[src/inc/dltc_regs.vh]
// Purpose: Register map, field positions and timing counts for the dual legacy timer/counter.
// Assumes: Special function register addresses are eight bits wide.
// Notes: Definitions only; included by the design files.
`ifndef DLTC_REGS_VH
`define DLTC_REGS_VH

`define DLTC_ADDR_TIMER_CONTROL 8'h88
`define DLTC_ADDR_TIMER_MODE    8'h89
`define DLTC_ADDR_T0_LOW        8'h8A
`define DLTC_ADDR_T1_LOW        8'h8B
`define DLTC_ADDR_T0_HIGH       8'h8C
`define DLTC_ADDR_T1_HIGH       8'h8D
`define DLTC_ADDR_CLOCK_CONFIG  8'h8E

`define DLTC_RESET_BYTE         8'h00

// Timer control fields.
`define DLTC_TC_TF1             7
`define DLTC_TC_TR1             6
`define DLTC_TC_TF0             5
`define DLTC_TC_TR0             4
`define DLTC_TC_IE1             3
`define DLTC_TC_IT1             2
`define DLTC_TC_IE0             1
`define DLTC_TC_IT0             0

// Timer mode fields.
`define DLTC_TM_TIMER1_GATE_ENABLE           7
`define DLTC_TM_CT1             6
`define DLTC_TM_MODE1_HI        5
`define DLTC_TM_MODE1_LO        4
`define DLTC_TM_TIMER0_GATE_ENABLE           3
`define DLTC_TM_CT0             2
`define DLTC_TM_MODE0_HI        1
`define DLTC_TM_MODE0_LO        0

// Timer clock configuration fields.
`define DLTC_CC_T1_SYSCLK       4
`define DLTC_CC_T0_SYSCLK       3
`define DLTC_CC_PRESC_HI        1
`define DLTC_CC_PRESC_LO        0
`define DLTC_CC_WRITE_MASK      8'h1B

// Mode codes.
`define DLTC_MODE_13BIT         2'b00
`define DLTC_MODE_16BIT         2'b01
`define DLTC_MODE_RELOAD        2'b10
`define DLTC_MODE_SPLIT         2'b11

// Prescale select codes and their terminal counts (divide minus one).
`define DLTC_PRESC_DIV12        2'b00
`define DLTC_PRESC_DIV4         2'b01
`define DLTC_PRESC_DIV48        2'b10
`define DLTC_PRESC_EXT8         2'b11
`define DLTC_PRESC_TC12         6'h0B
`define DLTC_PRESC_TC4          6'h03
`define DLTC_PRESC_TC48         6'h2F
`define DLTC_PRESC_TC8          6'h07

`endif

[src/dltc_top.v]
// Purpose: Two legacy counter/timers with their shared control and mode registers.
// Assumes: Pins are asynchronous and synchronised here; bus is synchronous; interrupt enables and vectoring live in the CPU.
// Notes: Register reads answer one cycle after the read strobe.
// Summary of operation
// - Mode 0: high byte holds count bits 12-5, low byte bits 4-0.
// - Mode 0 wrap from all ones to zero sets the overflow flag.
// - Counter select one: count falling edges on the count pin.
// - Counter select zero: count system clock or prescaled clock per clock select.
// - Count only with run set and gate off or interrupt pin high, except in split mode (high byte needs run only, timer 1 neither).
// - Setting run never clears or reloads the count.
// - Timer 1 mirrors timer 0 in modes 0-2 with its own bits.
// - Mode 2: low byte counts, reloads from high byte on wrap, sets flag.
// - Split mode: low byte is timer 0's counter with its own bits.
// - Split mode: high byte counts internal clock under timer 1 run, sets timer 1 flag.
// - Split mode: timer 1 runs in modes 0-2, no flag, overflow still output.
// - Overflow flags set by hardware, cleared by software or vectoring.
// - Interrupt flags: level follows inverted pin, or set on falling edge.
// - Control register is bit addressable, resets to zero, fixed layout.
// - Mode register resets to zero with gate, select and mode per timer.
// - Timer 1 mode 3 holds its count.
// - Prescaler gives divide by 12, 4, 48, or external divide by 8.
`timescale 1ns/1ps
`include "dltc_regs.vh"
module dltc_top
(
	input  wire       clock_i,
	input  wire       rst_i,
	input  wire [7:0] sfr_addr_i,
	input  wire [7:0] sfr_wdata_i,
	input  wire       sfr_we_i,
	input  wire       sfr_re_i,
	input  wire       sfr_bit_we_i,
	input  wire [2:0] sfr_bit_idx_i,
	input  wire       sfr_bit_val_i,
	output wire [7:0] sfr_rdata_o,
	input  wire       vector_t0_i,
	input  wire       vector_t1_i,
	input  wire       vector_ext0_i,
	input  wire       vector_ext1_i,
	input  wire       count_pin_zero_i,
	input  wire       count_pin_one_i,
	input  wire       ext_irq0_n_input_i,
	input  wire       ext_irq1_n_input_i,
	input  wire       ext_clock_i,
	output wire       timer0_overflow_flag_o,
	output wire       timer1_overflow_flag_o,
	output wire       ext_irq0_flag_o,
	output wire       ext_irq1_flag_o,
	output wire       timer1_overflow_pulse_o
);
	reg  [7:0]  timer_control_r;
	reg  [7:0]  timer_mode_r;
	reg  [7:0]  timer_clock_config_r;
	reg  [7:0]  timer0_low_byte_r;
	reg  [7:0]  timer0_high_byte_r;
	reg  [7:0]  timer1_low_byte_r;
	reg  [7:0]  timer1_high_byte_r;
	reg  [7:0]  rdata_r;
	reg         t1_ovf_pulse_r;

	reg  [7:0]  timer_control_nxt;
	reg  [7:0]  tc_sw;
	reg  [7:0]  rdata_nxt;
	reg  [16:0] t0_bump;
	reg  [16:0] t1_bump;
	reg  [7:0]  t0_lo_nxt;
	reg  [7:0]  t0_hi_nxt;
	reg  [7:0]  t1_lo_nxt;
	reg  [7:0]  t1_hi_nxt;
	reg         t0_ovf;
	reg         t1_ovf;
	reg         split_hi_ovf;

	wire        pin0_fall;
	wire        pin1_fall;
	wire        ext_irq0_n_input_level;
	wire        ext_irq0_n_input_fall;
	wire        ext_irq1_n_input_level;
	wire        ext_irq1_n_input_fall;
	wire        extclk_fall;
	wire        presc_tick;

	wire        wr_tc;
	wire        wr_tm;
	wire        wr_cc;
	wire        wr_t0l;
	wire        wr_t0h;
	wire        wr_t1l;
	wire        wr_t1h;
	wire [1:0]  t0_mode;
	wire [1:0]  t1_mode;
	wire        split;
	wire        t0_int_tick;
	wire        t1_int_tick;
	wire        t0_tick;
	wire        t1_tick;
	wire        t0_enable;
	wire        t1_enable;
	wire        t0_step;
	wire        t1_step;
	wire        hi_step;

	dltc_sync_fall u_sync_pin0
	(
		.clock_i (clock_i),
		.rst_i   (rst_i),
		.pin_i   (count_pin_zero_i),
		.level_o (),
		.fall_o  (pin0_fall)
	);

	dltc_sync_fall u_sync_pin1
	(
		.clock_i (clock_i),
		.rst_i   (rst_i),
		.pin_i   (count_pin_one_i),
		.level_o (),
		.fall_o  (pin1_fall)
	);

	dltc_sync_fall u_sync_ext_irq0_n_input
	(
		.clock_i (clock_i),
		.rst_i   (rst_i),
		.pin_i   (ext_irq0_n_input_i),
		.level_o (ext_irq0_n_input_level),
		.fall_o  (ext_irq0_n_input_fall)
	);

	dltc_sync_fall u_sync_ext_irq1_n_input
	(
		.clock_i (clock_i),
		.rst_i   (rst_i),
		.pin_i   (ext_irq1_n_input_i),
		.level_o (ext_irq1_n_input_level),
		.fall_o  (ext_irq1_n_input_fall)
	);

	dltc_sync_fall u_sync_extclk
	(
		.clock_i (clock_i),
		.rst_i   (rst_i),
		.pin_i   (ext_clock_i),
		.level_o (),
		.fall_o  (extclk_fall)
	);

	dltc_prescaler u_presc
	(
		.clock_i    (clock_i),
		.rst_i      (rst_i),
		.sel_i      (timer_clock_config_r[`DLTC_CC_PRESC_HI:`DLTC_CC_PRESC_LO]),
		.ext_fall_i (extclk_fall),
		.tick_o     (presc_tick)
	);

	// One increment of a timer in modes 0 to 2; bit 16 is the overflow.
	function [16:0] bump;
		input [1:0] mode;
		input [7:0] hi;
		input [7:0] lo;
		reg   [12:0] v13;
		begin
			v13 = {hi, lo[4:0]} + 13'h0001;
			case (mode)
				`DLTC_MODE_13BIT:
					// Bits 7-5 of the low byte are left as they stand.
					bump = {&{hi, lo[4:0]}, v13[12:5], lo[7:5], v13[4:0]};
				`DLTC_MODE_16BIT:
					bump = {1'b0, hi, lo} + 17'h0_0001;
				`DLTC_MODE_RELOAD:
					bump = (lo == 8'hFF) ? {1'b1, hi, hi} : {1'b0, hi, lo + 8'h01};
				default:
					bump = {1'b0, hi, lo};
			endcase
		end
	endfunction

	assign wr_tc  = sfr_we_i & (sfr_addr_i == `DLTC_ADDR_TIMER_CONTROL);
	assign wr_tm  = sfr_we_i & (sfr_addr_i == `DLTC_ADDR_TIMER_MODE);
	assign wr_cc  = sfr_we_i & (sfr_addr_i == `DLTC_ADDR_CLOCK_CONFIG);
	assign wr_t0l = sfr_we_i & (sfr_addr_i == `DLTC_ADDR_T0_LOW);
	assign wr_t0h = sfr_we_i & (sfr_addr_i == `DLTC_ADDR_T0_HIGH);
	assign wr_t1l = sfr_we_i & (sfr_addr_i == `DLTC_ADDR_T1_LOW);
	assign wr_t1h = sfr_we_i & (sfr_addr_i == `DLTC_ADDR_T1_HIGH);

	assign t0_mode = timer_mode_r[`DLTC_TM_MODE0_HI:`DLTC_TM_MODE0_LO];
	assign t1_mode = timer_mode_r[`DLTC_TM_MODE1_HI:`DLTC_TM_MODE1_LO];
	assign split   = (t0_mode == `DLTC_MODE_SPLIT);

	assign t0_int_tick = timer_clock_config_r[`DLTC_CC_T0_SYSCLK] | presc_tick;
	assign t1_int_tick = timer_clock_config_r[`DLTC_CC_T1_SYSCLK] | presc_tick;
	assign t0_tick     = timer_mode_r[`DLTC_TM_CT0] ? pin0_fall : t0_int_tick;
	assign t1_tick     = timer_mode_r[`DLTC_TM_CT1] ? pin1_fall : t1_int_tick;

	// The gate looks at the synchronised interrupt pin level.
	assign t0_enable = timer_control_r[`DLTC_TC_TR0] & (~timer_mode_r[`DLTC_TM_TIMER0_GATE_ENABLE] | ext_irq0_n_input_level);
	assign t1_enable = timer_control_r[`DLTC_TC_TR1] & (~timer_mode_r[`DLTC_TM_TIMER1_GATE_ENABLE] | ext_irq1_n_input_level);

	assign t0_step = t0_enable & t0_tick;
	// In split mode timer 1 is run by its mode alone and sees only internal clocks.
	assign t1_step = (t1_mode != `DLTC_MODE_SPLIT) & (split ? t1_int_tick : (t1_enable & t1_tick));
	assign hi_step = timer_control_r[`DLTC_TC_TR1] & t0_int_tick;

	// Count update; a CPU write to a count byte wins over counting in that cycle.
	always @*
	begin
		t0_bump      = bump(t0_mode, timer0_high_byte_r, timer0_low_byte_r);
		t1_bump      = bump(t1_mode, timer1_high_byte_r, timer1_low_byte_r);
		t0_lo_nxt    = timer0_low_byte_r;
		t0_hi_nxt    = timer0_high_byte_r;
		t1_lo_nxt    = timer1_low_byte_r;
		t1_hi_nxt    = timer1_high_byte_r;
		t0_ovf       = 1'b0;
		t1_ovf       = 1'b0;
		split_hi_ovf = 1'b0;
		if (split)
		begin
			if (t0_step)
			begin
				t0_lo_nxt = timer0_low_byte_r + 8'h01;
				t0_ovf    = &timer0_low_byte_r;
			end
			if (hi_step)
			begin
				t0_hi_nxt    = timer0_high_byte_r + 8'h01;
				split_hi_ovf = &timer0_high_byte_r;
			end
		end
		else if (t0_step)
		begin
			{t0_ovf, t0_hi_nxt, t0_lo_nxt} = t0_bump;
		end
		if (t1_step)
		begin
			{t1_ovf, t1_hi_nxt, t1_lo_nxt} = t1_bump;
		end
		if (wr_t0l)
			t0_lo_nxt = sfr_wdata_i;
		if (wr_t0h)
			t0_hi_nxt = sfr_wdata_i;
		if (wr_t1l)
			t1_lo_nxt = sfr_wdata_i;
		if (wr_t1h)
			t1_hi_nxt = sfr_wdata_i;
	end

	// Control register: software view first, then hardware sets on top of it.
	always @*
	begin
		tc_sw = timer_control_r;
		if (wr_tc)
			tc_sw = sfr_wdata_i;
		else if (sfr_bit_we_i)
			tc_sw[sfr_bit_idx_i] = sfr_bit_val_i;
		timer_control_nxt = tc_sw;
		// Run bits only gate counting; they never touch the count bytes.
		timer_control_nxt[`DLTC_TC_TR0] = tc_sw[`DLTC_TC_TR0];
		// A hardware set in the same cycle as a clear is kept.
		timer_control_nxt[`DLTC_TC_TF0] = t0_ovf | (tc_sw[`DLTC_TC_TF0] & ~vector_t0_i);
		timer_control_nxt[`DLTC_TC_TF1] = split_hi_ovf | (~split & t1_ovf)
			| (tc_sw[`DLTC_TC_TF1] & ~vector_t1_i);
		if (tc_sw[`DLTC_TC_IT0])
			timer_control_nxt[`DLTC_TC_IE0] = ext_irq0_n_input_fall | (tc_sw[`DLTC_TC_IE0] & ~vector_ext0_i);
		else
			timer_control_nxt[`DLTC_TC_IE0] = ~ext_irq0_n_input_level;
		if (tc_sw[`DLTC_TC_IT1])
			timer_control_nxt[`DLTC_TC_IE1] = ext_irq1_n_input_fall | (tc_sw[`DLTC_TC_IE1] & ~vector_ext1_i);
		else
			timer_control_nxt[`DLTC_TC_IE1] = ~ext_irq1_n_input_level;
	end

	// Read mux; unmapped addresses read as zero.
	always @*
	begin
		case (sfr_addr_i)
			`DLTC_ADDR_TIMER_CONTROL: rdata_nxt = timer_control_r;
			`DLTC_ADDR_TIMER_MODE:    rdata_nxt = timer_mode_r;
			`DLTC_ADDR_CLOCK_CONFIG:  rdata_nxt = timer_clock_config_r;
			`DLTC_ADDR_T0_LOW:        rdata_nxt = timer0_low_byte_r;
			`DLTC_ADDR_T0_HIGH:       rdata_nxt = timer0_high_byte_r;
			`DLTC_ADDR_T1_LOW:        rdata_nxt = timer1_low_byte_r;
			`DLTC_ADDR_T1_HIGH:       rdata_nxt = timer1_high_byte_r;
			default:                  rdata_nxt = 8'h00;
		endcase
	end

	always @(posedge clock_i or posedge rst_i)
	begin
		if (rst_i)
		begin
			timer_control_r      <= `DLTC_RESET_BYTE;
			timer_mode_r         <= `DLTC_RESET_BYTE;
			timer_clock_config_r <= `DLTC_RESET_BYTE;
			timer0_low_byte_r    <= `DLTC_RESET_BYTE;
			timer0_high_byte_r   <= `DLTC_RESET_BYTE;
			timer1_low_byte_r    <= `DLTC_RESET_BYTE;
			timer1_high_byte_r   <= `DLTC_RESET_BYTE;
			rdata_r              <= 8'h00;
			t1_ovf_pulse_r       <= 1'b0;
		end
		else
		begin
			timer_control_r    <= timer_control_nxt;
			timer0_low_byte_r  <= t0_lo_nxt;
			timer0_high_byte_r <= t0_hi_nxt;
			timer1_low_byte_r  <= t1_lo_nxt;
			timer1_high_byte_r <= t1_hi_nxt;
			// Timer 1 overflow still drives baud and conversion triggers in split mode.
			t1_ovf_pulse_r     <= t1_ovf;
			if (wr_tm)
				timer_mode_r <= sfr_wdata_i;
			if (wr_cc)
				timer_clock_config_r <= sfr_wdata_i & `DLTC_CC_WRITE_MASK;
			if (sfr_re_i)
				rdata_r <= rdata_nxt;
		end
	end

	assign sfr_rdata_o             = rdata_r;
	assign timer0_overflow_flag_o  = timer_control_r[`DLTC_TC_TF0];
	assign timer1_overflow_flag_o  = timer_control_r[`DLTC_TC_TF1];
	assign ext_irq0_flag_o         = timer_control_r[`DLTC_TC_IE0];
	assign ext_irq1_flag_o         = timer_control_r[`DLTC_TC_IE1];
	assign timer1_overflow_pulse_o = t1_ovf_pulse_r;
endmodule // dltc_top

[src/dltc_sync_fall.v]
// Purpose: Two-stage synchroniser with a falling-transition detector.
// Assumes: The input level is held for at least two clock cycles.
// Notes: Only the second stage feeds the edge detector.
`timescale 1ns/1ps
module dltc_sync_fall
(
	input  wire clock_i,
	input  wire rst_i,
	input  wire pin_i,
	output wire level_o,
	output wire fall_o
);
	reg meta_r;
	reg sync_r;
	reg prev_r;

	always @(posedge clock_i or posedge rst_i)
	begin
		if (rst_i)
		begin
			meta_r <= 1'b1;
			sync_r <= 1'b1;
			prev_r <= 1'b1;
		end
		else
		begin
			meta_r <= pin_i;
			sync_r <= meta_r;
			prev_r <= sync_r;
		end
	end

	assign level_o = sync_r;
	// A registered high sample followed by a low sample.
	assign fall_o  = prev_r & ~sync_r;
endmodule // dltc_sync_fall

[src/dltc_prescaler.v]
// Purpose: Prescaled timebase for both timers.
// Assumes: The external clock has already been synchronised.
// Notes: Emits a one-cycle tick per prescaled period.
`timescale 1ns/1ps
`include "dltc_regs.vh"
module dltc_prescaler
(
	input  wire       clock_i,
	input  wire       rst_i,
	input  wire [1:0] sel_i,
	input  wire       ext_fall_i,
	output wire       tick_o
);
	reg  [5:0] cnt_r;
	reg  [5:0] term;
	wire       adv;

	always @*
	begin
		case (sel_i)
			`DLTC_PRESC_DIV12: term = `DLTC_PRESC_TC12;
			`DLTC_PRESC_DIV4:  term = `DLTC_PRESC_TC4;
			`DLTC_PRESC_DIV48: term = `DLTC_PRESC_TC48;
			default:           term = `DLTC_PRESC_TC8;
		endcase
	end

	// External mode advances on external edges, the rest on every system clock.
	assign adv    = (sel_i == `DLTC_PRESC_EXT8) ? ext_fall_i : 1'b1;
	assign tick_o = adv & (cnt_r >= term);

	always @(posedge clock_i or posedge rst_i)
	begin
		if (rst_i)
			cnt_r <= 6'h00;
		else if (adv)
			cnt_r <= (cnt_r >= term) ? 6'h00 : cnt_r + 6'h01;
	end
endmodule // dltc_prescaler

[config.mk]
export PLATFORM = sky130hd
export DESIGN_NAME = dltc_top
export DESIGN_NICKNAME = d
export VERILOG_FILES = /design/src/dltc_top.v /design/src/dltc_sync_fall.v /design/src/dltc_prescaler.v
export VERILOG_INCLUDE_DIRS = /design/src /design/src/inc
export SDC_FILE = /design/constraint.sdc
export NUM_CORES = 1
export LEC_CHECK = 0
export BUFFER_PORTS_ARGS = -buffer_cell sky130_fd_sc_hd__buf_2
export CAP_MARGIN = 5
export CORE_MARGIN = 2
export CORE_UTILIZATION = 44
export DETAILED_ROUTE_END_ITERATION = 10
export PLACE_DENSITY = 0.67
export SLEW_MARGIN = 20
export SYNTH_ARGS = -nofsm -noshare
export SYNTH_HDL_FRONTEND = slang
export SYNTH_SLANG_ARGS = --single-unit
[constraint.sdc]
create_clock -name clock_i -period 2.7 [get_ports clock_i]
set_clock_uncertainty 0.1 [all_clocks]
set_input_delay 0.27 -clock clock_i [delete_from_list [all_inputs] [get_ports clock_i]]
set_output_delay 0.27 -clock clock_i [all_outputs]
set_load 0.02 [all_outputs]
==> impl_metrics.json <==
{
  "grt_use_met3": 0.0601,
  "areaGrowthSynthToFinish_pct": 13.8,
  "viasPerCell": 6.24,
  "p_switching_mw": 1.82,
  "fin_setup_tns_ps": 0,
  "max_slew_margin": 0.530,
  "ys.flop_type": "dfrtp_1",
  "via_count": 5158,
  "fp.dieH_um": 118,
  "overflow": 0,
  "sequentialPowerShare": 0.366,
  "ys_ff_latch": 82,
  "grt_pass1_vias": 4710,
  "postRouteAntennaNets": 0,
  "period_needed_ps": 2530,
  "synth_nets": 657,
  "power_density_mw_per_mm2": 763,
  "synth_top_area_frac": 0.294,
  "htree_levels": 3,
  "rows": 41,
  "insertedDiodeCount": 0,
  "root_buffer": "clkbuf_16",
  "most-common-layout-cells": "67 x dfrtp_1, 65 x nand2_1, 46 x buf_2",
  "drive_above_1_share": 0.209,
  "clk_pin_slew_ps": 60,
  "antenna_found_initial": 0,
  "worstPathCellList": "nand2b_1 > ha_1 > o21a_1 > a311oi_4 > o21ai_4 > nand4b_2 > nor3_1 > a221o_1",
  "die_w_um": 118,
  "rrSetupSlack_ps": 170,
  "fillers": 1195,
  "critPathArrivalTime_ps": 2660,
  "ff_latch_area_mm2": 0.00207,
  "ys_types": 81,
  "grt_max_degree": 44,
  "drv_cap": 0,
  "coreArea_mm2": 0.0126,
  "power_leakage_nw": 2.75,
  "initial_core_util": 0.452,
  "p_clk_frac": 0.286,
  "multi_input_area_mm2": 0.00335,
  "synth-edff-count": 0,
  "gp_congestion": 0.918,
  "final.period_utilization": 0.936,
  "peakVddDrop_v": 0.000464,
  "synth.area.top_cells": "dfrtp_1 29%, dfstp_2 6.9%, nand2_1 4.3%",
  "boundaryPins": 47,
  "grtUsageTotal": 0.240,
  "wire_per_inst_um": 20.1,
  "syn-cell-area_mm2": 0.00571,
  "crit_cells": 8,
  "utilization": 0.514,
  "synth_seq_area_share": 0.363,
  "grt.busiest_layer": "met2",
  "rsz0062_at_grt": "no",
  "max_freq_mhz": 396,
  "crit_fanout": 8,
  "grt_pass1_wl_mm": 26.0,
  "grt_use_met2": 0.353,
  "dp_hpwl_mm": 12.2,
  "avgSynthCellArea_um2": 9.41,
  "drt_iter0_markers": 509,
  "grt_util_met1": 0.338,
  "hold_class": "in2reg",
  "required_ps": 2830,
  "run_status": "finished clean",
  "critPathMaxStageDelay_ps": 440,
  "p_int_mw": 3.14,
  "mostFrequentLayoutCell": "dfrtp_1",
  "yosys.area.top_type": "dfrtp_1",
  "critPathKind": "reg2reg",
  "port_buffers": 46,
  "startpoint_type": "flop",
  "drt-pass1-iter-count": 5,
  "worstReg2RegStart": "timer_clock_config_r[0]",
  "crit_start": "timer_clock_config_r[0]",
  "final_nets": 701,
  "hp-start": "vector_ext0_i",
  "cts_buffer_depth": 2,
  "r2r_end": "bump.lo[4]",
  "critPathTopFamily": "compound AO/OA/AOI/OAI gates",
  "setup_viol": 0,
  "endpoint_kind": "flop",
  "crit_slowest_cell": "a311oi_4",
  "tightest_slew_ps": 705,
  "dieArea_mm2": 0.0139,
  "synth_cells": 606,
  "cp.buffers_inverters": 0,
  "cts_tree": "built",
  "maxSlewViolCount": 0,
  "switching_share": 0.367,
  "pwr-share-comb": 0.348,
  "reg2reg_depth": 8,
  "cts_buffers": 9,
  "cts.sinks": 82,
  "hold_viol": 0,
  "crit_end": "bump.lo[4]",
  "postSynth.asyncResetShare": 1.00,
  "clk_latency_ps": 350,
  "drcViolationCount": 0,
  "totalWireLength_mm": 16.6,
  "ys.warnings.count": 0
}
==> repair_timing <==
item                                    in CTS  in global routing
endpoints found under the hold margin       41                  0
hold buffers                                 6                  0
endpoints found under the setup margin       0                 17
setup buffers                                0                  0
resized for setup                            0                  2
==> worst min path at each step <==
| stage | slack (ps) | endpoint | cells after the start |
|---|---|---|---|
| global placement | 250 | u_sync_ext_irq1_n_input.level_o | 0 |
| global route | 7 | timer_control_r[5] | 2 |
| CTS | 2 | timer_control_r[5] | 2 |
| detailed placement | 250 | u_sync_extclk.level_o | 0 |
| floorplan | 170 | u_sync_ext_irq0_n_input.meta_r | 0 |
| finish | 10 | timer_control_r[1] | 2 |
==> logic make-up (layout without fill, tap and decap cells) <==
| logic type | Yosys count | in the layout | synth area share |
|---|---|---|---|
| flops | 82 | 82 | 0.363 |
| fa+ha+maj | 17 | 17 | 0.0373 |
| simple gates | 204 | 204 | 0.188 |
| mux | 45 | 45 | 0.100 |
| compound gates | 180 | 180 | 0.232 |
| xor+xnor | 17 | 17 | 0.0261 |
| buf+inv | 61 | 109 | 0.0533 |
==> synthesized netlist by cell type (13+ instances only) <==
cell,instances
mux2_2,13
inv_1,26
nand3_1,27
a21oi_1,24
nand2_1,65
o21ai_0,33
mux2i_1,23
ha_1,17
dfrtp_1,67
a221o_1,22
dfstp_2,15
nor2_1,33
==> registers in the layout, indices dropped and copies added (netlist names), 4 cells and up <==
signal,cells
bump.hi,8
bump.lo,8
sfr_rdata_o,8
timer0_high_byte_r,8
timer0_low_byte_r,8
timer_control_r,8
timer_mode_r,8
u_presc.cnt_r,6
timer_clock_config_r,4
==> metal layers <==
metal / part of all wire / vias to the layer above
met5: 0 / -
met4: 0.027 / 0
met3: 0.097 / 42
met2: 0.44 / 280
met1: 0.44 / 2460
li1: - / 2376
==> final cells by class <==
cell class / instances / area share
Multi-Input combinational cell: 463 / 0.516
Sequential cell: 82 / 0.319
Timing Repair Buffer: 67 / 0.0640
Clock buffer: 10 / 0.0368
Tap cell: 172 / 0.0331
Clock inverter: 5 / 0.0158
Inverter: 27 / 0.0158
==> power groups by stage <==
stage,clock [mW],sequential [mW],combinational [mW]
5_1_grt,1.49,1.84,1.88
4_1_cts,1.44,1.80,1.69
2_1_floorplan,0,1.66,1.35
3_5_place_dp,0,1.82,1.67
6_report,1.42,1.81,1.73
3_3_place_gp,0,1.82,1.63
==> stage by stage <==
stage / area (µm²) / std cells / power [mW] / setup slack [ps] / hold WS [ps]
6_report: 6490 / 826 / 4.95 / 172 / 12.6
3_5_place_dp: 6070 / 805 / 3.49 / 118 / 248
2_1_floorplan: 5710 / 606 / 3.01 / 246 / 174
4_1_cts: 6480 / 826 / 4.92 / 105 / 2.09
3_3_place_gp: 6070 / 805 / 3.44 / 192 / 245
5_1_grt: 6490 / 826 / 5.21 / 29.2 / 6.85
Note: power is estimated with default switching activity, not from simulation.
